$ cat src/fsw_regs.svh
// status and control word layout, instruction codes and timing counts
`ifndef FSW_REGS_SVH
`define FSW_REGS_SVH

// ----------------------------------------------------------------
// status word bit positions
// ----------------------------------------------------------------
`define FSW_WIP          0
`define FSW_WEL          1
`define FSW_BP_LO        2
`define FSW_BP_HI        6
`define FSW_SRP0         7
`define FSW_SRP1         8
`define FSW_QE           9
`define FSW_PROGRAM_PAUSED_FLAG         10
`define FSW_LB_LO        11
`define FSW_LB_HI        13
`define FSW_CMP          14
`define FSW_ERASE_PAUSED_FLAG         15
`define FSW_DRV_LO       21
`define FSW_DRV_HI       22

// ----------------------------------------------------------------
// reset value and write masks
// ----------------------------------------------------------------
`define FSW_STATUS_RST   24'h000000
`define FSW_WR_MASK      24'h607BFC
`define FSW_LB_MASK      24'h003800
`define FSW_LOCK_SW      2'h0
`define FSW_LOCK_HW      2'h1
`define FSW_LOCK_PWR     2'h2

// ----------------------------------------------------------------
// instruction codes
// ----------------------------------------------------------------
`define FSW_OP_WREN      8'h06
`define FSW_OP_WRDI      8'h04
`define FSW_OP_RDSR1     8'h05
`define FSW_OP_RDSR2     8'h35
`define FSW_OP_RDSR3     8'h15
`define FSW_OP_WRSR1     8'h01
`define FSW_OP_WRSR2     8'h31
`define FSW_OP_WRSR3     8'h11
`define FSW_OP_PP        8'h02
`define FSW_OP_QPP       8'h32
`define FSW_OP_SE        8'h20
`define FSW_OP_BE32      8'h52
`define FSW_OP_BE64      8'hD8
`define FSW_OP_CE1       8'hC7
`define FSW_OP_CE2       8'h60
`define FSW_OP_SUSP      8'h75
`define FSW_OP_RESUME    8'h7A
`define FSW_OP_DPD       8'hB9
`define FSW_OP_REL       8'hAB
`define FSW_OP_RSTEN     8'h66
`define FSW_OP_RST       8'h99
`define FSW_OP_QOR       8'h6B
`define FSW_OP_QIOR      8'hEB
`define FSW_OP_QWR       8'hE7

// ----------------------------------------------------------------
// timing
// ----------------------------------------------------------------
`define FSW_OP_CYCLES    200

`endif

$ cat src/fsw_pkg.sv
// types shared by the status and write-protect logic
package fsw_pkg;
	typedef enum logic [1:0] {FR_WAIT, FR_IDLE, FR_SEL} fsw_frame_t;
	typedef enum logic [2:0] {OP_NONE, OP_PROG, OP_SECT, OP_BLK32, OP_BLK64, OP_CHIP, OP_SUSP, OP_RESUME} fsw_op_t;
endpackage

$ cat src/fsw_status_ctrl.sv
// serial flash status word, write-enable latch and write-protection policy
//
// Function
// - busy flag is 1 while program, erase or status write runs, else 0
// - with write latch clear, status write, program and erase are refused
// - five area guard bits written only by status write; guarded region blocks program/erase
// - area guard bits change only outside the hardware-protected lock state
// - full erase only with low three guard bits all 0/invert 0 or all 1/invert 1
// - four-lane enable 0: pins are write guard and pause; 1: data lanes
// - otp lock bits S13..S11 default 0, set one by one, never cleared
// - guard invert S14 default 0, inverts the guarded region selection
// - suspend sets erase paused S15 or program paused S10; both read-only
// - resume or power cycle clears both suspend flags
// - drive strength 00 100%, 01 75%, 10 50%, 11 25%
// - lock mode 00: status write accepted whenever write latch is 1, no operation is busy or suspended and deep power-down is off
// - lock mode 01 with write guard pin low and four-lane enable 0: status word locked
// - lock mode 01 with write guard pin high: write accepted with latch set
// - lock mode 10 refuses status writes until power cycle, which returns 00
// - lock mode 11 refuses every status write permanently
// - in deep power-down only the release instruction is obeyed
// - write enable sets latch; power-up, disable, writes, erases, reset clear it
// - four-lane read and program obeyed only with four-lane enable set
`timescale 1ns/100ps
`include "fsw_regs.svh"

module fsw_status_ctrl #(
	parameter int OP_CYCLES = `FSW_OP_CYCLES
) (
	input  wire logic            clk,
	input  wire logic            sys_rst,
	input  wire logic            pwr_cycle,
	input  wire logic            spi_sclk,
	input  wire logic            spi_cs_n,
	input  wire logic            spi_si,
	input  wire logic            write_guard_n,
	output logic                 spi_so,
	output logic                 spi_so_oe,
	output logic [23:0]          status_word,
	output logic                 array_go,
	output fsw_pkg::fsw_op_t     array_op,
	output logic [23:0]          array_addr,
	output logic                 quad_read_go,
	output logic                 quad_lanes,
	output logic [1:0]           output_strength_sel
);

	localparam int CW = $clog2(OP_CYCLES + 1);

	if (OP_CYCLES < 1 || OP_CYCLES > 4096)
	begin : g_bad_cycles
		$error("OP_CYCLES out of range");
	end

	// ----------------------------------------------------------------
	// functions
	// ----------------------------------------------------------------
	function automatic logic fsw_guarded(input logic [23:0] a, input logic [4:0] bp, input logic cmp);
		logic [23:0] m;
		logic        hit;
		m   = 24'hFFFFFF;
		hit = 1'b0;
		if (bp[2:0] == 3'h7)
			hit = 1'b1;
		else if (bp[2:0] != 3'h0)
		begin
			// sector-sized areas saturate at 32 KB
			if (bp[4])
				m = 24'hFFFFFF << (12 + ((bp[2:0] > 3'h4) ? 3 : int'(bp[2:0]) - 1));
			else
				m = 24'hFFFFFF << (17 + int'(bp[2:0]));
			hit = bp[3] ? ((a & m) == 24'h0) : ((a & m) == m);
		end
		return hit ^ cmp;
	endfunction

	function automatic logic [7:0] fsw_byte(input logic [23:0] s, input logic [1:0] idx);
		return (idx == 2'h2) ? s[23:16] : (idx == 2'h1) ? s[15:8] : s[7:0];
	endfunction

	// ----------------------------------------------------------------
	// state
	// ----------------------------------------------------------------
	logic                  sclk_s1, sclk_s2, sclk_q;
	logic                  cs_s1, cs_s2;
	logic                  si_s1, si_s2;
	logic                  wg_s1, wg_s2;
	fsw_pkg::fsw_frame_t   frame, next_frame;
	logic [5:0]            bit_cnt;
	logic [31:0]           shift_in;
	logic [7:0]            opcode;
	logic [23:0]           addr_q;
	logic [23:0]           status, next_status;
	logic [CW-1:0]         busy_cnt, next_busy_cnt;
	logic                  op_erase, next_op_erase;
	logic                  dpd, next_dpd;
	logic                  rst_armed, next_rst_armed;
	logic                  next_go;
	fsw_pkg::fsw_op_t      next_op;
	logic [7:0]            out_sr;
	logic [2:0]            out_cnt;
	logic [1:0]            rd_idx;
	logic                  rd_active;

	// ----------------------------------------------------------------
	// decode
	// ----------------------------------------------------------------
	wire       sclk_rise = sclk_s2 & ~sclk_q;
	wire       sclk_fall = ~sclk_s2 & sclk_q;
	wire       in_sel    = (frame == fsw_pkg::FR_SEL);
	wire       end_ev    = in_sel & cs_s2;
	wire       op_strobe = in_sel & ~cs_s2 & sclk_rise & (bit_cnt == 6'd7);
	wire [7:0] in_byte   = {shift_in[6:0], si_s2};
	wire       write_in_progress_flag       = status[`FSW_WIP];
	wire       write_latch_flag       = status[`FSW_WEL];
	wire       qe        = status[`FSW_QE];
	wire       cmp       = status[`FSW_CMP];
	wire [4:0] bp        = status[`FSW_BP_HI:`FSW_BP_LO];
	wire [1:0] lock_mode = {status[`FSW_SRP1], status[`FSW_SRP0]};
	wire       sus_any   = status[`FSW_ERASE_PAUSED_FLAG] | status[`FSW_PROGRAM_PAUSED_FLAG];
	wire       len8      = (bit_cnt == 6'd8);

	// the guard pin counts only while it is not a data lane
	wire hw_locked = (lock_mode == `FSW_LOCK_HW) & ~qe & ~wg_s2;
	wire lock_ok   = (lock_mode == `FSW_LOCK_SW) | ((lock_mode == `FSW_LOCK_HW) & ~hw_locked);
	wire wr_ok     = write_latch_flag & ~write_in_progress_flag & lock_ok;
	wire ce_ok     = ((bp[2:0] == 3'h0) & ~cmp) | ((bp[2:0] == 3'h7) & cmp);
	wire addr_hit  = fsw_guarded(addr_q, bp, cmp);
	wire arr_ok    = write_latch_flag & ~write_in_progress_flag & ~sus_any & ~dpd;

	wire is_prog  = (opcode == `FSW_OP_PP) | ((opcode == `FSW_OP_QPP) & qe);
	wire is_se    = (opcode == `FSW_OP_SE);
	wire is_b32   = (opcode == `FSW_OP_BE32);
	wire is_b64   = (opcode == `FSW_OP_BE64);
	wire is_ce    = (opcode == `FSW_OP_CE1) | (opcode == `FSW_OP_CE2);
	wire go_prog  = end_ev & is_prog & (bit_cnt >= 6'd40) & arr_ok & ~addr_hit;
	wire go_erase = end_ev & (is_se | is_b32 | is_b64) & (bit_cnt == 6'd32) & arr_ok & ~addr_hit;
	wire go_chip  = end_ev & is_ce & len8 & arr_ok & ce_ok;

	wire wr1     = (opcode == `FSW_OP_WRSR1);
	wire wr2     = (opcode == `FSW_OP_WRSR2);
	wire wr3     = (opcode == `FSW_OP_WRSR3);
	wire wr_len  = (wr1 & ((bit_cnt == 6'd16) | (bit_cnt == 6'd24))) | ((wr2 | wr3) & (bit_cnt == 6'd16));
	wire wrsr_ev = end_ev & wr_len & ~dpd & ~sus_any;
	wire wrsr_go = wrsr_ev & wr_ok;

	wire [23:0] wr_data = wr3 ? {shift_in[7:0], 16'h0000}
	                    : wr2 ? {8'h00, shift_in[7:0], 8'h00}
	                    : (bit_cnt == 6'd24) ? {8'h00, shift_in[7:0], shift_in[15:8]}
	                    : {16'h0000, shift_in[7:0]};
	wire [23:0] wr_sel  = wr3 ? 24'hFF0000 : wr2 ? 24'h00FF00 : (bit_cnt == 6'd24) ? 24'h00FFFF : 24'h0000FF;
	wire [23:0] wr_mask = wr_sel & `FSW_WR_MASK;
	// otp bits can only be ORed in
	wire [23:0] written = (status & ~wr_mask) | (wr_data & wr_mask) | (status & `FSW_LB_MASK);

	wire cmd1      = end_ev & len8 & ~dpd;
	wire do_wren   = cmd1 & (opcode == `FSW_OP_WREN) & ~write_in_progress_flag;
	wire do_wrdi   = cmd1 & (opcode == `FSW_OP_WRDI);
	wire do_susp   = cmd1 & (opcode == `FSW_OP_SUSP) & write_in_progress_flag & ~sus_any;
	wire do_resume = cmd1 & (opcode == `FSW_OP_RESUME) & sus_any;
	wire do_dpd    = cmd1 & (opcode == `FSW_OP_DPD) & ~write_in_progress_flag;
	wire do_rel    = end_ev & (bit_cnt >= 6'd8) & (opcode == `FSW_OP_REL);
	wire do_rsten  = cmd1 & (opcode == `FSW_OP_RSTEN);
	wire do_rst    = cmd1 & (opcode == `FSW_OP_RST) & rst_armed;

	wire       rd_hit  = (in_byte == `FSW_OP_RDSR1) | (in_byte == `FSW_OP_RDSR2) | (in_byte == `FSW_OP_RDSR3);
	wire [1:0] rd_next = (in_byte == `FSW_OP_RDSR3) ? 2'h2 : (in_byte == `FSW_OP_RDSR2) ? 2'h1 : 2'h0;
	wire       qrd_hit = (in_byte == `FSW_OP_QOR) | (in_byte == `FSW_OP_QIOR) | (in_byte == `FSW_OP_QWR);

	// ----------------------------------------------------------------
	// link sampling and frame tracking
	// ----------------------------------------------------------------
	always_ff @(posedge clk)
	begin
		{sclk_s1, sclk_s2, sclk_q} <= {spi_sclk, sclk_s1, sclk_s2};
		{cs_s1, cs_s2}             <= {spi_cs_n, cs_s1};
		{si_s1, si_s2}             <= {spi_si, si_s1};
		{wg_s1, wg_s2}             <= {write_guard_n, wg_s1};
	end

	// select only after chip select has been seen high
	always_comb
	begin
		next_frame = frame;
		case (frame)
			fsw_pkg::FR_WAIT: if (cs_s2) next_frame = fsw_pkg::FR_IDLE;
			fsw_pkg::FR_IDLE: if (!cs_s2) next_frame = fsw_pkg::FR_SEL;
			fsw_pkg::FR_SEL:  if (cs_s2) next_frame = fsw_pkg::FR_IDLE;
			default:          next_frame = fsw_pkg::FR_WAIT;
		endcase
	end

	always_ff @(posedge clk)
	begin
		if (sys_rst || pwr_cycle)
			frame <= fsw_pkg::FR_WAIT;
		else
			frame <= next_frame;
		if (sys_rst || !in_sel)
			bit_cnt <= 6'd0;
		else if (sclk_rise && bit_cnt != 6'd63)
			bit_cnt <= bit_cnt + 6'd1;
		if (sys_rst)
			shift_in <= 32'h0;
		else if (in_sel && sclk_rise)
			shift_in <= {shift_in[30:0], si_s2};
		if (sys_rst)
			opcode <= 8'h00;
		else if (op_strobe)
			opcode <= in_byte;
		if (sys_rst)
			addr_q <= 24'h0;
		else if (in_sel && sclk_rise && bit_cnt == 6'd31)
			addr_q <= {shift_in[22:0], si_s2};
	end

	// ----------------------------------------------------------------
	// status word update
	// ----------------------------------------------------------------
	always_comb
	begin
		next_status    = status;
		next_busy_cnt  = busy_cnt;
		next_op_erase  = op_erase;
		next_dpd       = dpd;
		next_rst_armed = end_ev ? do_rsten : rst_armed;
		next_go        = 1'b0;
		next_op        = fsw_pkg::OP_NONE;
		if (write_in_progress_flag)
		begin
			if (busy_cnt <= CW'(1))
			begin
				next_status[`FSW_WIP] = 1'b0;
				next_busy_cnt         = '0;
			end
			else
				next_busy_cnt = busy_cnt - CW'(1);
		end
		if (wrsr_go)
			next_status = written;
		if (go_prog || go_erase || go_chip || wrsr_go)
		begin
			next_status[`FSW_WEL] = 1'b0;
			next_status[`FSW_WIP] = 1'b1;
			next_busy_cnt         = CW'(OP_CYCLES);
			next_op_erase         = ~go_prog & ~wrsr_go;
			next_go               = ~wrsr_go;
			// a status write starts no array work, so the op code stays idle
			next_op               = wrsr_go ? fsw_pkg::OP_NONE
			                      : go_prog ? fsw_pkg::OP_PROG : go_chip ? fsw_pkg::OP_CHIP
			                      : is_se ? fsw_pkg::OP_SECT : is_b32 ? fsw_pkg::OP_BLK32 : fsw_pkg::OP_BLK64;
		end
		if (do_wren)
			next_status[`FSW_WEL] = 1'b1;
		if (do_wrdi || do_rst)
			next_status[`FSW_WEL] = 1'b0;
		if (do_susp)
		begin
			next_status[`FSW_ERASE_PAUSED_FLAG] = op_erase;
			next_status[`FSW_PROGRAM_PAUSED_FLAG] = ~op_erase;
			next_status[`FSW_WIP]  = 1'b0;
			next_go                = 1'b1;
			next_op                = fsw_pkg::OP_SUSP;
		end
		if (do_resume)
		begin
			next_status[`FSW_ERASE_PAUSED_FLAG] = 1'b0;
			next_status[`FSW_PROGRAM_PAUSED_FLAG] = 1'b0;
			next_status[`FSW_WIP]  = 1'b1;
			next_go                = 1'b1;
			next_op                = fsw_pkg::OP_RESUME;
		end
		if (do_dpd)
			next_dpd = 1'b1;
		if (do_rel)
			next_dpd = 1'b0;
		if (pwr_cycle)
		begin
			// nonvolatile fields survive, except lock mode 10, which returns to 00; volatile state restarts
			next_status[`FSW_WEL]  = 1'b0;
			next_status[`FSW_WIP]  = 1'b0;
			next_status[`FSW_ERASE_PAUSED_FLAG] = 1'b0;
			next_status[`FSW_PROGRAM_PAUSED_FLAG] = 1'b0;
			if (lock_mode == `FSW_LOCK_PWR)
			begin
				next_status[`FSW_SRP1] = 1'b0;
				next_status[`FSW_SRP0] = 1'b0;
			end
			next_busy_cnt  = '0;
			next_dpd       = 1'b0;
			next_rst_armed = 1'b0;
			next_go        = 1'b0;
			next_op        = fsw_pkg::OP_NONE;
		end
	end

	always_ff @(posedge clk)
	begin
		if (sys_rst)
		begin
			status       <= `FSW_STATUS_RST;
			busy_cnt     <= '0;
			op_erase     <= 1'b0;
			dpd          <= 1'b0;
			rst_armed    <= 1'b0;
			array_go     <= 1'b0;
			array_op     <= fsw_pkg::OP_NONE;
			array_addr   <= 24'h0;
			quad_read_go <= 1'b0;
		end
		else
		begin
			status       <= next_status;
			busy_cnt     <= next_busy_cnt;
			op_erase     <= next_op_erase;
			dpd          <= next_dpd;
			rst_armed    <= next_rst_armed;
			array_go     <= next_go;
			array_op     <= next_op;
			array_addr   <= addr_q;
			quad_read_go <= op_strobe & qrd_hit & qe & ~dpd;
		end
	end

	assign status_word         = status;
	assign quad_lanes          = status[`FSW_QE];
	assign output_strength_sel = status[`FSW_DRV_HI:`FSW_DRV_LO];

	// ----------------------------------------------------------------
	// status readout, repeats the live byte until deselect
	// ----------------------------------------------------------------
	always_ff @(posedge clk)
	begin
		if (sys_rst || !in_sel || cs_s2)
		begin
			rd_active <= 1'b0;
			spi_so_oe <= 1'b0;
			spi_so    <= 1'b0;
			out_sr    <= 8'h00;
			out_cnt   <= 3'h0;
			rd_idx    <= 2'h0;
		end
		else if (op_strobe)
		begin
			rd_active <= rd_hit & ~dpd;
			rd_idx    <= rd_next;
			out_sr    <= fsw_byte(status, rd_next);
			out_cnt   <= 3'h0;
		end
		else if (sclk_fall && rd_active)
		begin
			spi_so    <= out_sr[7];
			spi_so_oe <= 1'b1;
			out_sr    <= (out_cnt == 3'h7) ? fsw_byte(status, rd_idx) : {out_sr[6:0], 1'b0};
			out_cnt   <= out_cnt + 3'h1;
		end
	end

	wire go_wr = array_go && array_op != fsw_pkg::OP_SUSP && array_op != fsw_pkg::OP_RESUME;
endmodule // fsw_status_ctrl

$ cat config.mk
export PLATFORM = sky130hd
export DESIGN_NAME = fsw_status_ctrl
export DESIGN_NICKNAME = d
export VERILOG_FILES = /design/src/fsw_pkg.sv /design/src/fsw_status_ctrl.sv
export VERILOG_INCLUDE_DIRS = /design/src
export SDC_FILE = /design/constraint.sdc
export NUM_CORES = 1
export LEC_CHECK = 0
export ABC_CLOCK_PERIOD_IN_PS = 7870
export BUFFER_PORTS_ARGS = -buffer_cell sky130_fd_sc_hd__buf_2
export CAP_MARGIN = 20
export CELL_PAD_IN_SITES_DETAIL_PLACEMENT = 1
export CELL_PAD_IN_SITES_GLOBAL_PLACEMENT = 2
export CORE_ASPECT_RATIO = 1.4
export CORE_MARGIN = 1
export CORE_UTILIZATION = 39
export DETAILED_ROUTE_END_ITERATION = 16
export HOLD_SLACK_MARGIN = 0.06
export PLACE_DENSITY = 0.93
export SLEW_MARGIN = 20
export SYNTH_ARGS = -nofsm -noshare
export SYNTH_HDL_FRONTEND = slang
export SYNTH_SLANG_ARGS = --single-unit
$ cat constraint.sdc
create_clock -name clk -period 7.87 [get_ports clk]
set_input_delay 1.1805 -clock clk [delete_from_list [all_inputs] [get_ports clk]]
set_output_delay 1.1805 -clock clk [all_outputs]
set_load 0.005 [all_outputs]
Yosys cells after proc, flatten, opt, wreduce, memory -nomap -nowiden
Index checks and enable logic that the tools add are counted.
W data, S select, Z words.
- logic and storage cells: 262
- output and inout bits: 58
- input bits: 7
- bits in registers: 152
- $add $sub $neg: 6
- order comparisons: 4
- reductions and logical operators: 30
- multiplexer cells: 50
- equality and inequality tests: 44
- bitwise operators: 92
- shift operators: 2
- operator list (operator ; count):
    $mux W24 ; 4
    $mux W16 ; 5
    $mux W8 ; 10
    $and A1 B1 Y1 ; 56
    $eq A8 B8 Y1 const B ; 7
    $and A24 B24 Y24 ; 2
    $eq A8 B7 Y1 const B ; 6
    $add A5 B32 Y32 const A ; 1
    $eq A8 B6 Y1 const B ; 4
    $mux W32 ; 1
    $shl A24 B32 Y24 const A ; 1
    $and A24 B23 Y24 ; 1
    $eq A24 B24 Y1 ; 1
    $eq A8 B3 Y1 const B ; 3
    $logic_not A24 Y1 ; 1
    $mux W3 ; 8
    $not A23 Y24 ; 1
    $or A24 B14 Y24 ; 1
    $or A24 B24 Y24 ; 1
    $shl A24 B6 Y24 const A ; 1
    $mux W23 ; 1
    $eq A6 B5 Y1 const B ; 3
    $eq A8 B5 Y1 const B ; 2
    $not A1 Y1 ; 15
    other kinds (35) ; 92

Depth between registers and ports, before layout
- depth after elaboration: 21
- depth in mapped cells: 18
- mapped depth without buffers: 15

Least setup slack after synthesis
OpenSTA, ideal clock, no wires.
- path kind: reg-to-reg
- from: register with a tool-made name
- to: register array_go
- required time: 7.745 ns
- period minus slack after synthesis: 3.944 ns
- setup slack: 3.926 ns
- setup time: 0.125 ns
- arrival time: 3.819 ns
- cell stages (with the launch flop): 17
- buffers on the path: 1
- cells stage by stage: dfxtp_1 > clkbuf_1 > inv_1 > ha_1 > inv_1 > ha_1 > nor4_1 > inv_1 > ha_1 > and2b_1 > o221a_4 > o2bb2ai_1 > or3_4 > o41a_1 > a32oi_4 > a21oi_1 > o41a_1
- RTL lines (element ; RTL line ; text):
    end signal, assigned ; fsw_status_ctrl.sv:317 ; array_go <= next_go;
    end, declared ; fsw_status_ctrl.sv:39 ; output logic array_go,

==> results.json <==
{
  "outcome": "finished, final reports clean",
  "floorplan.die.height_microns": 164,
  "cts_hold_repair.buffers": 0,
  "route.detailed.vias_per_inst": 5.85,
  "clkSinkCount": 146,
  "clk_root_buffer_cell": "clkbuf_16",
  "hold_start": "si_s1",
  "grt_max_degree": 75,
  "maxCapViolations": 0,
  "worst_path_dominant_cell_family": "compound AO/OA/AOI/OAI gates",
  "ir_worst_vdd_mv": 0.162,
  "worst-slew-pin-transition_ps": 997,
  "timing.fmax_mhz": 211,
  "timing.hold.worst_path_depth": 0,
  "worst_skew_pair.late_latency_ps": 430,
  "crit_slowest_cell": "o41ai_1",
  "post_drt_wl_per_cell_microns": 20.8,
  "nNetsFinal": 915,
  "synth_enable_flop_cells": 0,
  "synth.yosys.seq_area_share_pct": 40.0,
  "synth_top_flop_cell": "dfxtp_1",
  "diodes": 0,
  "drt_first_pass_iters": 5,
  "synthesis.area_sq_mm": 0.00731,
  "std_cell_rows": 58,
  "drt_drc_violations_left": 0,
  "antenna_found_initial": 0,
  "tcrit_tclk_final_pct": 60.2,
  "wirelength_microns": 23900,
  "fillers": 2204,
  "cp_cell_sequence": "inv_1, ha_1, inv_1, ha_1, nor4_1, inv_1, ha_1, and4bb_1, a311oi_1, a221oi_1, o41ai_1, a31oi_1, o211ai_4, o21a_1",
  "resized_gates_after_cts": 0,
  "timing_hold_violations_final": 0,
  "layout.core_utilization_pct": 45.6,
  "place_congestion": 0.958,
  "post-cts-setup-buffer-count": 0,
  "timing_worst_setup_path_type": "reg2reg",
  "grt_overflow": 0,
  "r2r_cells": 14,
  "fin_ws_ps": 3130,
  "drive_above_1_share_pct": 13.5,
  "yosys_warnings": 0,
  "detailedPlacementHpwl_microns": 17400,
  "placeableCoreArea_sq_mm": 0.0181,
  "min_delay_worst_endpoint": "si_s2",
  "cts.htree.levels": 4,
  "critical_path.max_stage_delay_ps": 890,
  "start_kind": "register",
  "worstPathBufferInverterCount": 3,
  "largest_driver_fanout_on_the_critical_path": 19,
  "clock-skew-final_ps": 8.26,
  "ys_ff_latch": 146,
  "grt_first_pass_wirelength_microns": 38400,
  "synth_largest_type_area_fraction_pct": 40.0,
  "async_flop_share_pct": 0,
  "postRouteAntennaNets": 0,
  "setup_total_negative_slack_ps": 0,
  "placement_stage_worst_setup_slack_ps": 3320,
  "via_count_of_the_first_global_routing_pass": 6896,
  "power_density_mw_per_mm2": 195,
  "list_of_most_frequent_post_synthesis_cells": "dfxtp_1 (146), nand2_1 (136), nor2_1 (65)",
  "fin_crit_ps": 4740,
  "initialDrtViolationCount": 405,
  "crit_arrival_ps": 5110,
  "ys_top_cells_by_area": "dfxtp_1 (40%), nand2_1 (7.0%), a21oi_1 (4.2%), nor2_1 (3.3%), o22a_1 (3.0%)",
  "synth_most_common_cell": "dfxtp_1",
  "clkSlewWorstSetupHoldPaths_ps": 60,
  "clock_tree.buffer_depth": 2,
  "regToRegSetupSlack_ps": 3130,
  "yosys.area.top_type": "dfxtp_1",
  "port_buffers": 58,
  "cellLeakagePower_nw": 2.96,
  "synth_to_final_area_change_pct": 13.1,
  "synthesis.instances": 878,
  "synth.lib_cells_used.distinct": 82,
  "dr_total_vias": 6718,
  "tritoncts_clock_tree": "built",
  "fp.dieArea_sq_mm": 0.0193,
  "initial_utilization_pct": 40.3,
  "worst_slew_margin_rel_pct": 33.4,
  "final_slew_violations": 0,
  "cts_buffers": 17,
  "die_width_microns": 118,
  "floorplan.io_pins": 65,
  "reg2reg_to": "busy_cnt[3]",
  "class_of_the_tightest_hold_or_removal_check": "reg2reg",
  "critical_path_required_ps": 8240,
  "setup_violating_endpoint_count_in_the_final_report": 0,
  "type_of_destination_of_the_critical_path": "register",
  "grt_setup_unrepaired": "no",
  "global_route.usage.total_pct": 25.7,
  "synth_area_per_cell_sq_um": 8.33
}
-- worst max path at each step --
| stage | end | slack (ps) | cells past startpoint |
|---|---|---|---|
| floorplan | array_go | 3930 | 16 |
| global placement | busy_cnt[6] | 3540 | 14 |
| detailed placement | busy_cnt[3] | 3320 | 15 |
| CTS | busy_cnt[3] | 3290 | 14 |
| global route | busy_cnt[6] | 2800 | 15 |
| finish | busy_cnt[3] | 3130 | 14 |
-- per-stage QoR --
step / power [W] / std cells / instance area (sq um) / hold slack [ps]
finish: 0.00161 / 1148 / 8270 / 328
global route: 0.00166 / 1148 / 8270 / 337
CTS: 0.00162 / 1148 / 8270 / 329
detailed placement: 0.000776 / 1116 / 7660 / 314
global placement: 0.000775 / 1116 / 7660 / 311
floorplan: 0.000771 / 883 / 7330 / 310
-- sequential cells by signal (all words and copies together) (netlist names), 2 cells and up, named ones only --
name         cells
busy_cnt         8
bit_cnt          6
shift_in        23
out_sr           8
opcode           8
rd_idx           2
out_cnt          3
array_addr      24
array_op         3
status_word      9
frame            2
addr_q          24
-- report_power, final --
| part | internal, W | switching (W) | total, W |
|---|---|---|---|
| Clock | 0.000512 | 0.000338 | 0.000851 |
| Combinational | 0.00000322 | 0.0000114 | 0.0000146 |
| Sequential | 0.000742 | 0.00000285 | 0.000744 |
-- cells by family after synthesis --
group,after synthesis,synth area share [%]
simple gates,384,26.9
compound gates,197,20.0
flops,146,40.0
buf+inv,101,6.14
mux,23,3.18
fa+ha+maj,13,2.22
xor+xnor,13,1.56
other cells,1,0.0513
-- cells in the final DEF (no fill, tap or decap), types with 5 or more instances in the layout --
| cell | Yosys | final |
|---|---|---|
| dfxtp_1 | 146 | 146 |
| nand2_1 | 136 | 136 |
| nor2_1 | 65 | 65 |
| a21oi_1 | 61 | 61 |
| buf_2 | 5 | 58 |
| nor2b_1 | 32 | 32 |
| inv_1 | 27 | 27 |
| nor3_1 | 27 | 26 |
| o22a_1 | 25 | 25 |
| mux2i_1 | 21 | 21 |
| nand3_1 | 20 | 20 |
| o21ai_0 | 20 | 20 |
| clkbuf_16 | 0 | 17 |
| nor4_1 | 14 | 13 |
| ha_1 | 13 | 13 |
| nand2b_1 | 12 | 12 |
| o211ai_1 | 12 | 12 |
| a311oi_1 | 11 | 11 |
| nand4_1 | 9 | 9 |
| xnor2_1 | 9 | 9 |
| buf_4 | 15 | 8 |
| nand3b_1 | 7 | 7 |
| or4_1 | 7 | 7 |
| a31oi_1 | 7 | 7 |
| or3_1 | 6 | 6 |
| a211oi_1 | 6 | 6 |
| conb_1 | 1 | 6 |
| or2_2 | 5 | 5 |
| nor4b_1 | 5 | 5 |
| and4_1 | 5 | 5 |
-- final cells by class --
cell class,instances,area [sq um],area share (%)
Tap cell,240,300,3.63
Timing Repair Buffer,66,350,4.24
Sequential cell,146,2920,35.3
Clock buffer,18,439,5.31
Clock inverter,14,176,2.13
Inverter,28,105,1.27
Multi-Input combinational cell,636,3980,48.1
-- metal layers --
metal	global-route usage, %	wire length [microns]	vias to the layer above
li1	-	-	3169
met1	28.5	9700	3326
met2	46.3	12200	162
met3	3.44	673	61
met4	16.0	1350	0
met5	0	0	-
(Power assumes the default switching activity.)
